`config.mk`:
```
export PLATFORM = sky130hd
export DESIGN_NAME = rcs_top
export DESIGN_NICKNAME = d
export VERILOG_FILES = /design/src/rtl/rcs_pkg.sv /design/src/rtl/rcs_counter.sv /design/src/rtl/rcs_sync.sv /design/src/rtl/rcs_top.sv
export SDC_FILE = /design/constraint.sdc
export NUM_CORES = 1
export LEC_CHECK = 0
export BUFFER_PORTS_ARGS = -buffer_cell sky130_fd_sc_hd__buf_2
export CAP_MARGIN = 20
export CORE_MARGIN = 2
export CORE_UTILIZATION = 35
export DETAILED_ROUTE_END_ITERATION = 8
export HOLD_SLACK_MARGIN = 0.05
export PLACE_DENSITY_LB_ADDON = 0.25
export SETUP_SLACK_MARGIN = 0.5
export SLEW_MARGIN = 25
export SYNTH_ARGS = -nofsm -noshare
export SYNTH_HDL_FRONTEND = slang
export SYNTH_HIERARCHICAL = 1
export SYNTH_SLANG_ARGS = --single-unit
```
`constraint.sdc`:
```
create_clock -name clock_i -period 7.51 [get_ports clock_i]
set_clock_uncertainty 0.05 [all_clocks]
set_input_delay 0.3755 -clock clock_i [delete_from_list [all_inputs] [get_ports clock_i]]
set_output_delay 0.3755 -clock clock_i [all_outputs]
set_load 0.02 [all_outputs]
```
`src/rtl/rcs_pkg.sv`:
```
// Package for the reset cause sequencer: register map, fields, timing.
// Assumes a 100 MHz system clock and a word-addressed Avalon-MM slave.
package rcs_pkg;

  localparam int unsigned CLK_HZ = 100_000_000;

  // Register word addresses (byte address = 4 * index)
  localparam logic [3:0] IDX_STATUS_CTRL = 4'h0;
  localparam logic [3:0] IDX_CLOCK_CFG = 4'h1;
  localparam logic [3:0] IDX_WATCHDOG = 4'h2;
  localparam logic [3:0] IDX_SUPERVISOR = 4'h3;

  // Status/control fields
  localparam int unsigned BIT_RUN = 0;
  localparam int unsigned BIT_SLEEP = 3;
  localparam int unsigned BIT_POR_FLAG = 4;
  localparam int unsigned BIT_WDT_FLAG = 5;
  localparam logic [7:0] SCR_POR_VALUE = 8'h11;
  localparam logic [7:0] SCR_WRITE_MASK = 8'h39;

  // Clock configuration fields
  localparam int unsigned BIT_CLK_EXT = 0;
  localparam int unsigned POS_DIV = 1;
  localparam int unsigned POS_INTERVAL = 4;
  localparam logic [2:0] DIV_BY_8 = 3'h3;
  localparam logic [1:0] INTERVAL_MIN = 2'h0;
  localparam logic CLK_INTERNAL = 1'b0;

  localparam logic [15:0] FETCH_RESET_ADDR = 16'h0000;

  // Timing in their own units
  localparam int unsigned HOLD_OFF_MS = 64;
  localparam int unsigned PIN_MIN_MS = 1;
  localparam int unsigned WD_KICK = 8'h38;
  localparam int unsigned HOLD_OFF_CYC = HOLD_OFF_MS * (CLK_HZ / 1000);
  localparam int unsigned PIN_MIN_CYC = PIN_MIN_MS * (CLK_HZ / 1000);

  typedef enum logic [1:0] {
    RCS_ST_RESET,
    RCS_ST_HOLD,
    RCS_ST_RUN
  } rcs_state_e;

  typedef struct packed {
    logic ext_clk_sel;
    logic [2:0] div_sel;
    logic [1:0] interval_sel;
  } rcs_clkcfg_s;

endpackage

```
`src/rtl/rcs_counter.sv`:
```
// Cycle counter with restart; flags when a target count is reached.
// Assumes the caller holds restart high to clear it.
module rcs_counter #(
  parameter int unsigned WIDTH = 24
) (
  input wire logic clock_i, // System clock
  input wire logic srst_i, // Synchronous reset
  input wire logic restart_i, // Clear count
  input wire logic run_i, // Count while high
  input wire logic [WIDTH-1:0] target_i, // Terminal count
  output logic done_o // Count reached target
);

  logic [WIDTH-1:0] cnt_ff;
  logic [WIDTH-1:0] nxt_cnt;
  logic done_ff;
  logic nxt_done;

  always_comb begin
    nxt_cnt = cnt_ff;
    nxt_done = done_ff;
    if (restart_i) begin
      nxt_cnt = '0;
      nxt_done = 1'b0;
    end else if (run_i && !done_ff) begin
      nxt_cnt = cnt_ff + 1'b1;
      nxt_done = (cnt_ff + 1'b1) >= target_i;
    end
  end

  always_ff @(posedge clock_i) begin
    if (srst_i) begin
      cnt_ff <= '0;
      done_ff <= 1'b0;
    end else begin
      cnt_ff <= nxt_cnt;
      done_ff <= nxt_done;
    end
  end

  assign done_o = done_ff;

endmodule

```
`src/rtl/rcs_sync.sv`:
```
// Two flip-flop synchroniser for an asynchronous level input.
// Assumes the input level is slow compared with the clock.
module rcs_sync (
  input wire logic clock_i, // System clock
  input wire logic srst_i, // Synchronous reset
  input wire logic async_i, // Asynchronous level
  output logic sync_o // Synchronised level
);

  logic meta_ff;
  logic sync_ff;

  always_ff @(posedge clock_i) begin
    if (srst_i) begin
      meta_ff <= 1'b0;
      sync_ff <= 1'b0;
    end else begin
      meta_ff <= async_i;
      sync_ff <= meta_ff;
    end
  end

  assign sync_o = sync_ff;

endmodule

```
`src/rtl/rcs_top.sv`:
```
// Reset cause sequencer: gathers power-up, pin and watchdog resets,
// holds the core off after power-up and keeps the cause register.
// Assumes power-up and pin inputs are asynchronous levels, watchdog
// expiry is a one-cycle pulse on this clock, and Avalon-MM software.
//
// Decided for this implementation: the Avalon-MM slave port and the placing of the registers.
module rcs_top #(
  parameter int unsigned HOLD_CYC = rcs_pkg::HOLD_OFF_CYC,
  parameter int unsigned PIN_CYC = rcs_pkg::PIN_MIN_CYC
) (
  input wire logic clock_i, // System clock
  input wire logic srst_i, // Synchronous reset
  input wire logic power_up_i, // Supply trip level, high = in reset
  input wire logic reset_pin_i, // External reset pin level
  input wire logic watchdog_reset_event_i, // Watchdog expiry pulse
  input wire logic irq_pending_i, // Any interrupt pending, wakes core
  input wire logic [3:0] avs_address, // Word address
  input wire logic avs_read, // Read request
  input wire logic avs_write, // Write request
  input wire logic [31:0] avs_writedata, // Write data
  input wire logic [3:0] avs_byteenable, // Byte lanes
  output logic [31:0] avs_readdata, // Read data
  output logic avs_waitrequest, // Stall
  output logic [1:0] avs_response, // 00 okay, 10 slave error
  output logic core_reset_o, // Core held in reset
  output logic core_run_o, // Core may execute
  output logic core_sleep_o, // Core is asleep
  output logic irq_enable_o, // Interrupts may be enabled
  output logic [15:0] fetch_addr_o, // Start fetch address
  output logic ext_clk_sel_o, // External clock chosen
  output logic [2:0] clk_div_o, // Core clock divider code
  output logic [1:0] interval_sel_o, // Sleep/watchdog interval
  output logic watchdog_enable_o // Watchdog armed
);

  logic por_sync;
  logic pin_sync;
  logic pin_long;
  logic hold_done;
  logic por_src;
  logic any_reset;
  logic wd_fire;
  logic wr_scr;
  logic wr_clk;
  logic [7:0] wbyte;
  logic wait_ff;
  logic nxt_wait;
  logic [15:0] fetch_ff;
  logic [15:0] nxt_fetch;
  logic nxt_core_reset;
  logic nxt_core_run;
  logic nxt_core_sleep;
  logic nxt_irq_en;

  rcs_pkg::rcs_state_e state_ff;
  rcs_pkg::rcs_state_e nxt_state;
  logic [7:0] scr_ff;
  logic [7:0] nxt_scr;
  rcs_pkg::rcs_clkcfg_s cfg_ff;
  rcs_pkg::rcs_clkcfg_s nxt_cfg;
  logic wd_en_ff;
  logic nxt_wd_en;
  logic ack_ff;
  logic nxt_ack;
  logic [31:0] rdata_ff;
  logic [31:0] nxt_rdata;
  logic [1:0] resp_ff;
  logic [1:0] nxt_resp;
  logic core_reset_ff;
  logic core_run_ff;
  logic core_sleep_ff;
  logic irq_en_ff;

  // Strobe for a register write to one word index
  function automatic logic write_hits(
    input logic wr,
    input logic acked,
    input logic lane0,
    input logic [3:0] addr,
    input logic [3:0] idx
  );
    return wr && acked && lane0 && (addr == idx);
  endfunction

  // Clock configuration packed into the byte that software sees
  function automatic logic [7:0] cfg_to_byte(
    input rcs_pkg::rcs_clkcfg_s cfg
  );
    logic [7:0] b;
    b = 8'h00;
    b[rcs_pkg::BIT_CLK_EXT] = cfg.ext_clk_sel;
    b[rcs_pkg::POS_DIV +: 3] = cfg.div_sel;
    b[rcs_pkg::POS_INTERVAL +: 2] = cfg.interval_sel;
    return b;
  endfunction

  rcs_sync u_por_sync (
    .clock_i(clock_i),
    .srst_i(srst_i),
    .async_i(power_up_i),
    .sync_o(por_sync)
  );

  rcs_sync u_pin_sync (
    .clock_i(clock_i),
    .srst_i(srst_i),
    .async_i(reset_pin_i),
    .sync_o(pin_sync)
  );

  // Pin must stay high the whole qualifying time; glitches restart it
  rcs_counter #(.WIDTH(24)) u_pin_cnt (
    .clock_i(clock_i),
    .srst_i(srst_i),
    .restart_i(!pin_sync),
    .run_i(pin_sync),
    .target_i(24'(PIN_CYC)),
    .done_o(pin_long)
  );

  // Hold-off counter runs only once the power-up source has gone away
  rcs_counter #(.WIDTH(24)) u_hold_cnt (
    .clock_i(clock_i),
    .srst_i(srst_i),
    .restart_i(state_ff != rcs_pkg::RCS_ST_HOLD),
    .run_i(1'b1),
    .target_i(24'(HOLD_CYC)),
    .done_o(hold_done)
  );

  assign por_src = por_sync || pin_long;
  // Watchdog is only honoured once armed, i.e. power-up flag cleared
  assign wd_fire = watchdog_reset_event_i && wd_en_ff;
  assign any_reset = srst_i || por_src || wd_fire;
  assign wbyte = avs_writedata[7:0];
  // Writes land at the edge that completes the transfer, not before
  assign wr_scr = write_hits(avs_write, ack_ff, avs_byteenable[0],
                             avs_address, rcs_pkg::IDX_STATUS_CTRL);
  assign wr_clk = write_hits(avs_write, ack_ff, avs_byteenable[0],
                             avs_address, rcs_pkg::IDX_CLOCK_CFG);

  // Sequencer
  always_comb begin
    nxt_state = state_ff;
    unique case (state_ff)
      rcs_pkg::RCS_ST_RESET: begin
        if (!por_src) begin
          nxt_state = rcs_pkg::RCS_ST_HOLD;
        end
      end
      rcs_pkg::RCS_ST_HOLD: begin
        if (hold_done) begin
          nxt_state = rcs_pkg::RCS_ST_RUN;
        end
      end
      rcs_pkg::RCS_ST_RUN: begin
        nxt_state = rcs_pkg::RCS_ST_RUN;
      end
      default: begin
        // Unused code: fall back to a full reset sequence
        nxt_state = rcs_pkg::RCS_ST_RESET;
      end
    endcase
    if (por_src) begin
      nxt_state = rcs_pkg::RCS_ST_RESET;
    end else if (wd_fire) begin
      // Watchdog resets the core but skips the supply hold-off
      nxt_state = rcs_pkg::RCS_ST_RUN;
    end
  end

  // Status/control, clock configuration and watchdog arming
  always_comb begin
    nxt_scr = scr_ff;
    nxt_cfg = cfg_ff;
    nxt_wd_en = wd_en_ff;
    if (wr_scr) begin
      // Flags take only clears; sleep and run take the written value
      nxt_scr[rcs_pkg::BIT_WDT_FLAG] = scr_ff[rcs_pkg::BIT_WDT_FLAG]
        & wbyte[rcs_pkg::BIT_WDT_FLAG];
      nxt_scr[rcs_pkg::BIT_POR_FLAG] = scr_ff[rcs_pkg::BIT_POR_FLAG]
        & wbyte[rcs_pkg::BIT_POR_FLAG];
      nxt_scr[rcs_pkg::BIT_SLEEP] = wbyte[rcs_pkg::BIT_SLEEP];
      nxt_scr[rcs_pkg::BIT_RUN] = wbyte[rcs_pkg::BIT_RUN];
    end
    if (wr_clk) begin
      nxt_cfg.ext_clk_sel = wbyte[rcs_pkg::BIT_CLK_EXT];
      nxt_cfg.div_sel = wbyte[rcs_pkg::POS_DIV +: 3];
      nxt_cfg.interval_sel = wbyte[rcs_pkg::POS_INTERVAL +: 2];
    end
    // Wake on any interrupt
    if (irq_pending_i) begin
      nxt_scr[rcs_pkg::BIT_SLEEP] = 1'b0;
    end
    // Arming is one-way; nothing but a power-up, pin or synchronous reset disarms it
    if (!nxt_scr[rcs_pkg::BIT_POR_FLAG]) begin
      nxt_wd_en = 1'b1;
    end
    nxt_scr = nxt_scr & rcs_pkg::SCR_WRITE_MASK;
    if (por_src) begin
      nxt_scr = rcs_pkg::SCR_POR_VALUE;
      nxt_cfg.div_sel = rcs_pkg::DIV_BY_8;
      nxt_cfg.ext_clk_sel = rcs_pkg::CLK_INTERNAL;
      nxt_cfg.interval_sel = rcs_pkg::INTERVAL_MIN;
      nxt_wd_en = 1'b0;
    end else if (wd_fire) begin
      // Set wins over a same-cycle clear; divider keeps its setting
      nxt_scr = rcs_pkg::SCR_POR_VALUE & ~(8'h1 << rcs_pkg::BIT_POR_FLAG);
      nxt_scr[rcs_pkg::BIT_WDT_FLAG] = 1'b1;
      nxt_cfg.ext_clk_sel = rcs_pkg::CLK_INTERNAL;
      nxt_cfg.interval_sel = rcs_pkg::INTERVAL_MIN;
    end
  end

  // Bus slave: one wait cycle, then acknowledge
  always_comb begin
    nxt_ack = 1'b0;
    nxt_wait = 1'b1;
    nxt_rdata = rdata_ff;
    nxt_resp = resp_ff;
    if ((avs_read || avs_write) && !ack_ff) begin
      nxt_ack = 1'b1;
      nxt_wait = 1'b0;
      nxt_resp = 2'h0;
      nxt_rdata = 32'h0000_0000;
      unique case (avs_address)
        rcs_pkg::IDX_STATUS_CTRL: nxt_rdata = {24'h000000, scr_ff};
        rcs_pkg::IDX_CLOCK_CFG: begin
          nxt_rdata = {24'h000000, cfg_to_byte(cfg_ff)};
        end
        rcs_pkg::IDX_WATCHDOG: nxt_rdata = {31'h0, wd_en_ff};
        rcs_pkg::IDX_SUPERVISOR: nxt_rdata = {30'h0, state_ff};
        default: nxt_resp = 2'h2;
      endcase
      if (!avs_read) begin
        nxt_rdata = 32'h0000_0000;
      end
    end
  end

  // Core control and fetch address, decided from the next state
  always_comb begin
    nxt_fetch = rcs_pkg::FETCH_RESET_ADDR;
    // Core held in reset, interrupts off, while any source acts
    nxt_core_reset = any_reset
                     || (nxt_state != rcs_pkg::RCS_ST_RUN);
    nxt_irq_en = !any_reset
                 && (nxt_state == rcs_pkg::RCS_ST_RUN);
    nxt_core_run = (nxt_state == rcs_pkg::RCS_ST_RUN)
                   && !nxt_scr[rcs_pkg::BIT_SLEEP];
    nxt_core_sleep = (nxt_state == rcs_pkg::RCS_ST_RUN)
                     && nxt_scr[rcs_pkg::BIT_SLEEP];
  end

  always_ff @(posedge clock_i) begin
    if (srst_i) begin
      state_ff <= rcs_pkg::RCS_ST_RESET;
    end else begin
      state_ff <= nxt_state;
    end
  end

  always_ff @(posedge clock_i) begin
    if (srst_i) begin
      scr_ff <= rcs_pkg::SCR_POR_VALUE;
      cfg_ff <= '{rcs_pkg::CLK_INTERNAL, rcs_pkg::DIV_BY_8,
                  rcs_pkg::INTERVAL_MIN};
      wd_en_ff <= 1'b0;
    end else begin
      scr_ff <= nxt_scr;
      cfg_ff <= nxt_cfg;
      wd_en_ff <= nxt_wd_en;
    end
  end

  always_ff @(posedge clock_i) begin
    if (srst_i) begin
      ack_ff <= 1'b0;
      wait_ff <= 1'b1;
      rdata_ff <= 32'h0000_0000;
      resp_ff <= 2'h0;
    end else begin
      ack_ff <= nxt_ack;
      wait_ff <= nxt_wait;
      rdata_ff <= nxt_rdata;
      resp_ff <= nxt_resp;
    end
  end

  // Fetch address is a register so that every output leaves a flop
  always_ff @(posedge clock_i) begin
    if (srst_i) begin
      core_reset_ff <= 1'b1;
      core_run_ff <= 1'b0;
      core_sleep_ff <= 1'b0;
      irq_en_ff <= 1'b0;
      fetch_ff <= rcs_pkg::FETCH_RESET_ADDR;
    end else begin
      core_reset_ff <= nxt_core_reset;
      core_run_ff <= nxt_core_run;
      core_sleep_ff <= nxt_core_sleep;
      irq_en_ff <= nxt_irq_en;
      fetch_ff <= nxt_fetch;
    end
  end

  assign avs_readdata = rdata_ff;
  assign avs_waitrequest = wait_ff;
  assign avs_response = resp_ff;
  assign core_reset_o = core_reset_ff;
  assign core_run_o = core_run_ff;
  assign core_sleep_o = core_sleep_ff;
  assign irq_enable_o = irq_en_ff;
  assign fetch_addr_o = fetch_ff;
  assign ext_clk_sel_o = cfg_ff.ext_clk_sel;
  assign clk_div_o = cfg_ff.div_sel;
  assign interval_sel_o = cfg_ff.interval_sel;
  assign watchdog_enable_o = wd_en_ff;

endmodule

```
==> impl_metrics.toml <==
[status]
run_status = "finished, final reports clean"

[clock_tree]
clock_path_buffers = 2
cts_root_buffer = "clkbuf_16"
ctsResizeCount = 0
cts_setup_buffers = 0
htree_levels = 3
cts_tree = "built"
clock-sinks = 80
clk_pin_slew_worst_paths_ns = 0.06
hold_buffers = 0
clk_latency_ns = 0.34
cts_buffers = 9

[logic_synthesis]
yosys.area.top_type_share = 0.2797
syn_inst = 683
synth_most_common_cell = "dfxtp_1"
yosysWarnings = 6
syn_area_um2 = 5727
synth.distinct_cells = 53
synth_edf_count = 0
yosysSeqAreaShare = 0.2797
synth_flop_cell = "dfxtp_1"
synth.avg_cell_area_um2 = 8.385
synthTopCellsByArea = "dfxtp_1 (28%), ha_1 (11%), xnor2_1 (7.0%)"
yosysTopAreaCell = "dfxtp_1"
ys_ff_latch = 80
synthArstFlopShare = 0
synthTopCellsByCount = "dfxtp_1 (80), nor2_1 (63), inv_1 (53)"

[sta]
tightest_slew_ns = 0.8977
slew_violations = 0
maxSlewHeadroom = 0.3965
finalCriticalPeriod_ns = 3.444
period_share = 0.4586
worst_slack_ns = 4.066
setup_viol = 0
setup-tns-final_ns = 0
hold_violations = 0
max_freq_ghz = 0.2903
rsz0062_at_grt = "no"

[global_route]
grt_usage = 0.1306
antenna_found_initial = 0
grt_pass1_vias = 3927
grt_first_pass_wirelength_um = 18780
overflow = 0
grt_start_max_net_pins = 26

[min_path]
whs_endpoint = "u_pin_sync/meta_ff"
hp-start = "reset_pin_i"
hold_depth = 2
min_path_type = "in2reg"

[setup_path]
path_max_fanout = 8
crit_family = "simple AND/OR/NAND/NOR gates"
critPathLaunchType = "flip-flop"
cp_slowest_cell = "or4_4"
rrSetupSlack_ns = 4.07
r2r-start = "u_hold_cnt/cnt_ff[0]"
path_cells = "ha_1 > nand3_2 > or4_4 > or2_4 > nor2_1 > xor2_1 > ha_1 > and4_1 > nor3b_1 > a211oi_1 > a21oi_1 > a211o_1"
critPathRequiredTime_ns = 7.69
regToRegEndpoint = "u_hold_cnt/done_o"
path_class = "reg2reg"
cp_slowest_stage_delay_ns = 0.61
critPathBufInv = 0
reg2regPathDepth = 12
cp-end-kind = "flip-flop"
path_common_cell = "ha_1"
cp.arrival_ns = 3.63
path_depth = 12

[floorplanning]
core_um2 = 15940
dieArea_um2 = 17400
die_y_um = 131.9
initial_utilization = 0.3592
rows = 46
dieWidth_um = 131.9
ios = 110

[pwr]
power_uw = 970.0
powerDensity_nw_per_um2 = 154.0
ir_drop_mv = 0.1242
p_leak_uw = 0.002615

[drt]
num_vias = 4288
drtPass1Iterations = 5
totalWireLength_um = 11140
vias_per_cell = 4.380
drc = 0
final_antenna_net_count = 0
drt_iter0_markers = 183
post_drt_wl_per_cell_um = 11.37

[cells_and_area]
num-nets-final = 856
stdcell_area_um2 = 6297
antenna_cells = 0
drive_gt1_frac = 0.1271
syn2layout_area_growth_pct = 9.963

[placement]
place_area_um2 = 5984
port-buffer-count = 37
hpwl_um = 8463
place_ws_ns = 4.094
gp_congestion = 0.7573

[run]
drv_cap = 0
## layer usage
layer | track usage | vias to the layer above | routed length (um)
li1 | - | 2333 | -
met1 | 0.1718 | 1890 | 5615
met2 | 0.2138 | 57 | 5069
met3 | 0.03153 | 8 | 355
met4 | 0.03563 | 0 | 95
met5 | 0 | - | 0
## flip-flops by register name, indices dropped and copies added, names as in the netlist, 2 cells and up
| register | flops |
|---|---|
| u_hold_cnt/cnt_ff | 24 |
| avs_readdata | 6 |
| state_ff | 2 |
| clk_div_o | 3 |
| u_pin_cnt/cnt_ff | 24 |
| scr_ff | 4 |
| interval_sel_o | 2 |
## report_power, final
part / switching (uW) / leakage (uW) / internal [uW]
clock: 176 / 0.000156 / 290
sequential: 2.41 / 0.000647 / 428
combinational: 54.4 / 0.00181 / 19.2
## kinds of logic after synthesis
kind of cell | after synthesis | synth area share
XOR/XNOR | 82 | 0.1254
flip-flops | 80 | 0.2797
AND/OR/NAND/NOR | 267 | 0.2602
other | 2 | 0.001311
multiplexers | 9 | 0.01595
adder cells (fa/ha/maj) | 50 | 0.1092
buffers and inverters | 119 | 0.1302
AO/OA/AOI/OAI | 74 | 0.07800
## placed cells by master (no fill, tap or decap), drive strengths merged, types with 20 or more instances in the layout
cell type and count:
buf 37, nor2 71, ha 50, nand3 40, nand2 47, xor2 36, o21ai 25, a21oi 29
nand4 20, inv 53, dfxtp 80, xnor2 46, conb 95
## layout make-up
type	instances	area (um^2)
multi-input combinational	577	3729
sequential	80	1602
clock inverter	6	83.83
fill	1701	9646
tap	216	270.3
clock buffer	10	229.0
inverter	53	198.9
timing repair buffer	37	185.2
## per-stage QoR
stage / util / std cells / hold slack (ns)
6_report: 0.3950 / 979 / 0.1944
5_1_grt: 0.3950 / 979 / 0.2018
4_1_cts: 0.3950 / 979 / 0.1850
3_5_place_dp: 0.3754 / 963 / 0.3726
3_3_place_gp: 0.3754 / 963 / 0.3696
2_1_floorplan: - / 776 / 0.3638
## worst max path at each step
| stage | start | end | slack (ns) |
|---|---|---|---|
| 4_1_cts | u_hold_cnt/cnt_ff[0] | u_hold_cnt/done_o | 4.05 |
| 5_1_grt | u_hold_cnt/cnt_ff[0] | u_hold_cnt/done_o | 3.79 |
| 3_5_place_dp | u_hold_cnt/cnt_ff[0] | u_hold_cnt/done_o | 4.09 |
| 6_report | u_hold_cnt/cnt_ff[0] | u_hold_cnt/done_o | 4.07 |
| 3_3_place_gp | u_hold_cnt/cnt_ff[0] | u_hold_cnt/done_o | 4.10 |
| 2_1_floorplan | u_hold_cnt/cnt_ff[0] | u_hold_cnt/done_o | 4.34 |
(Power assumes the default switching activity.)
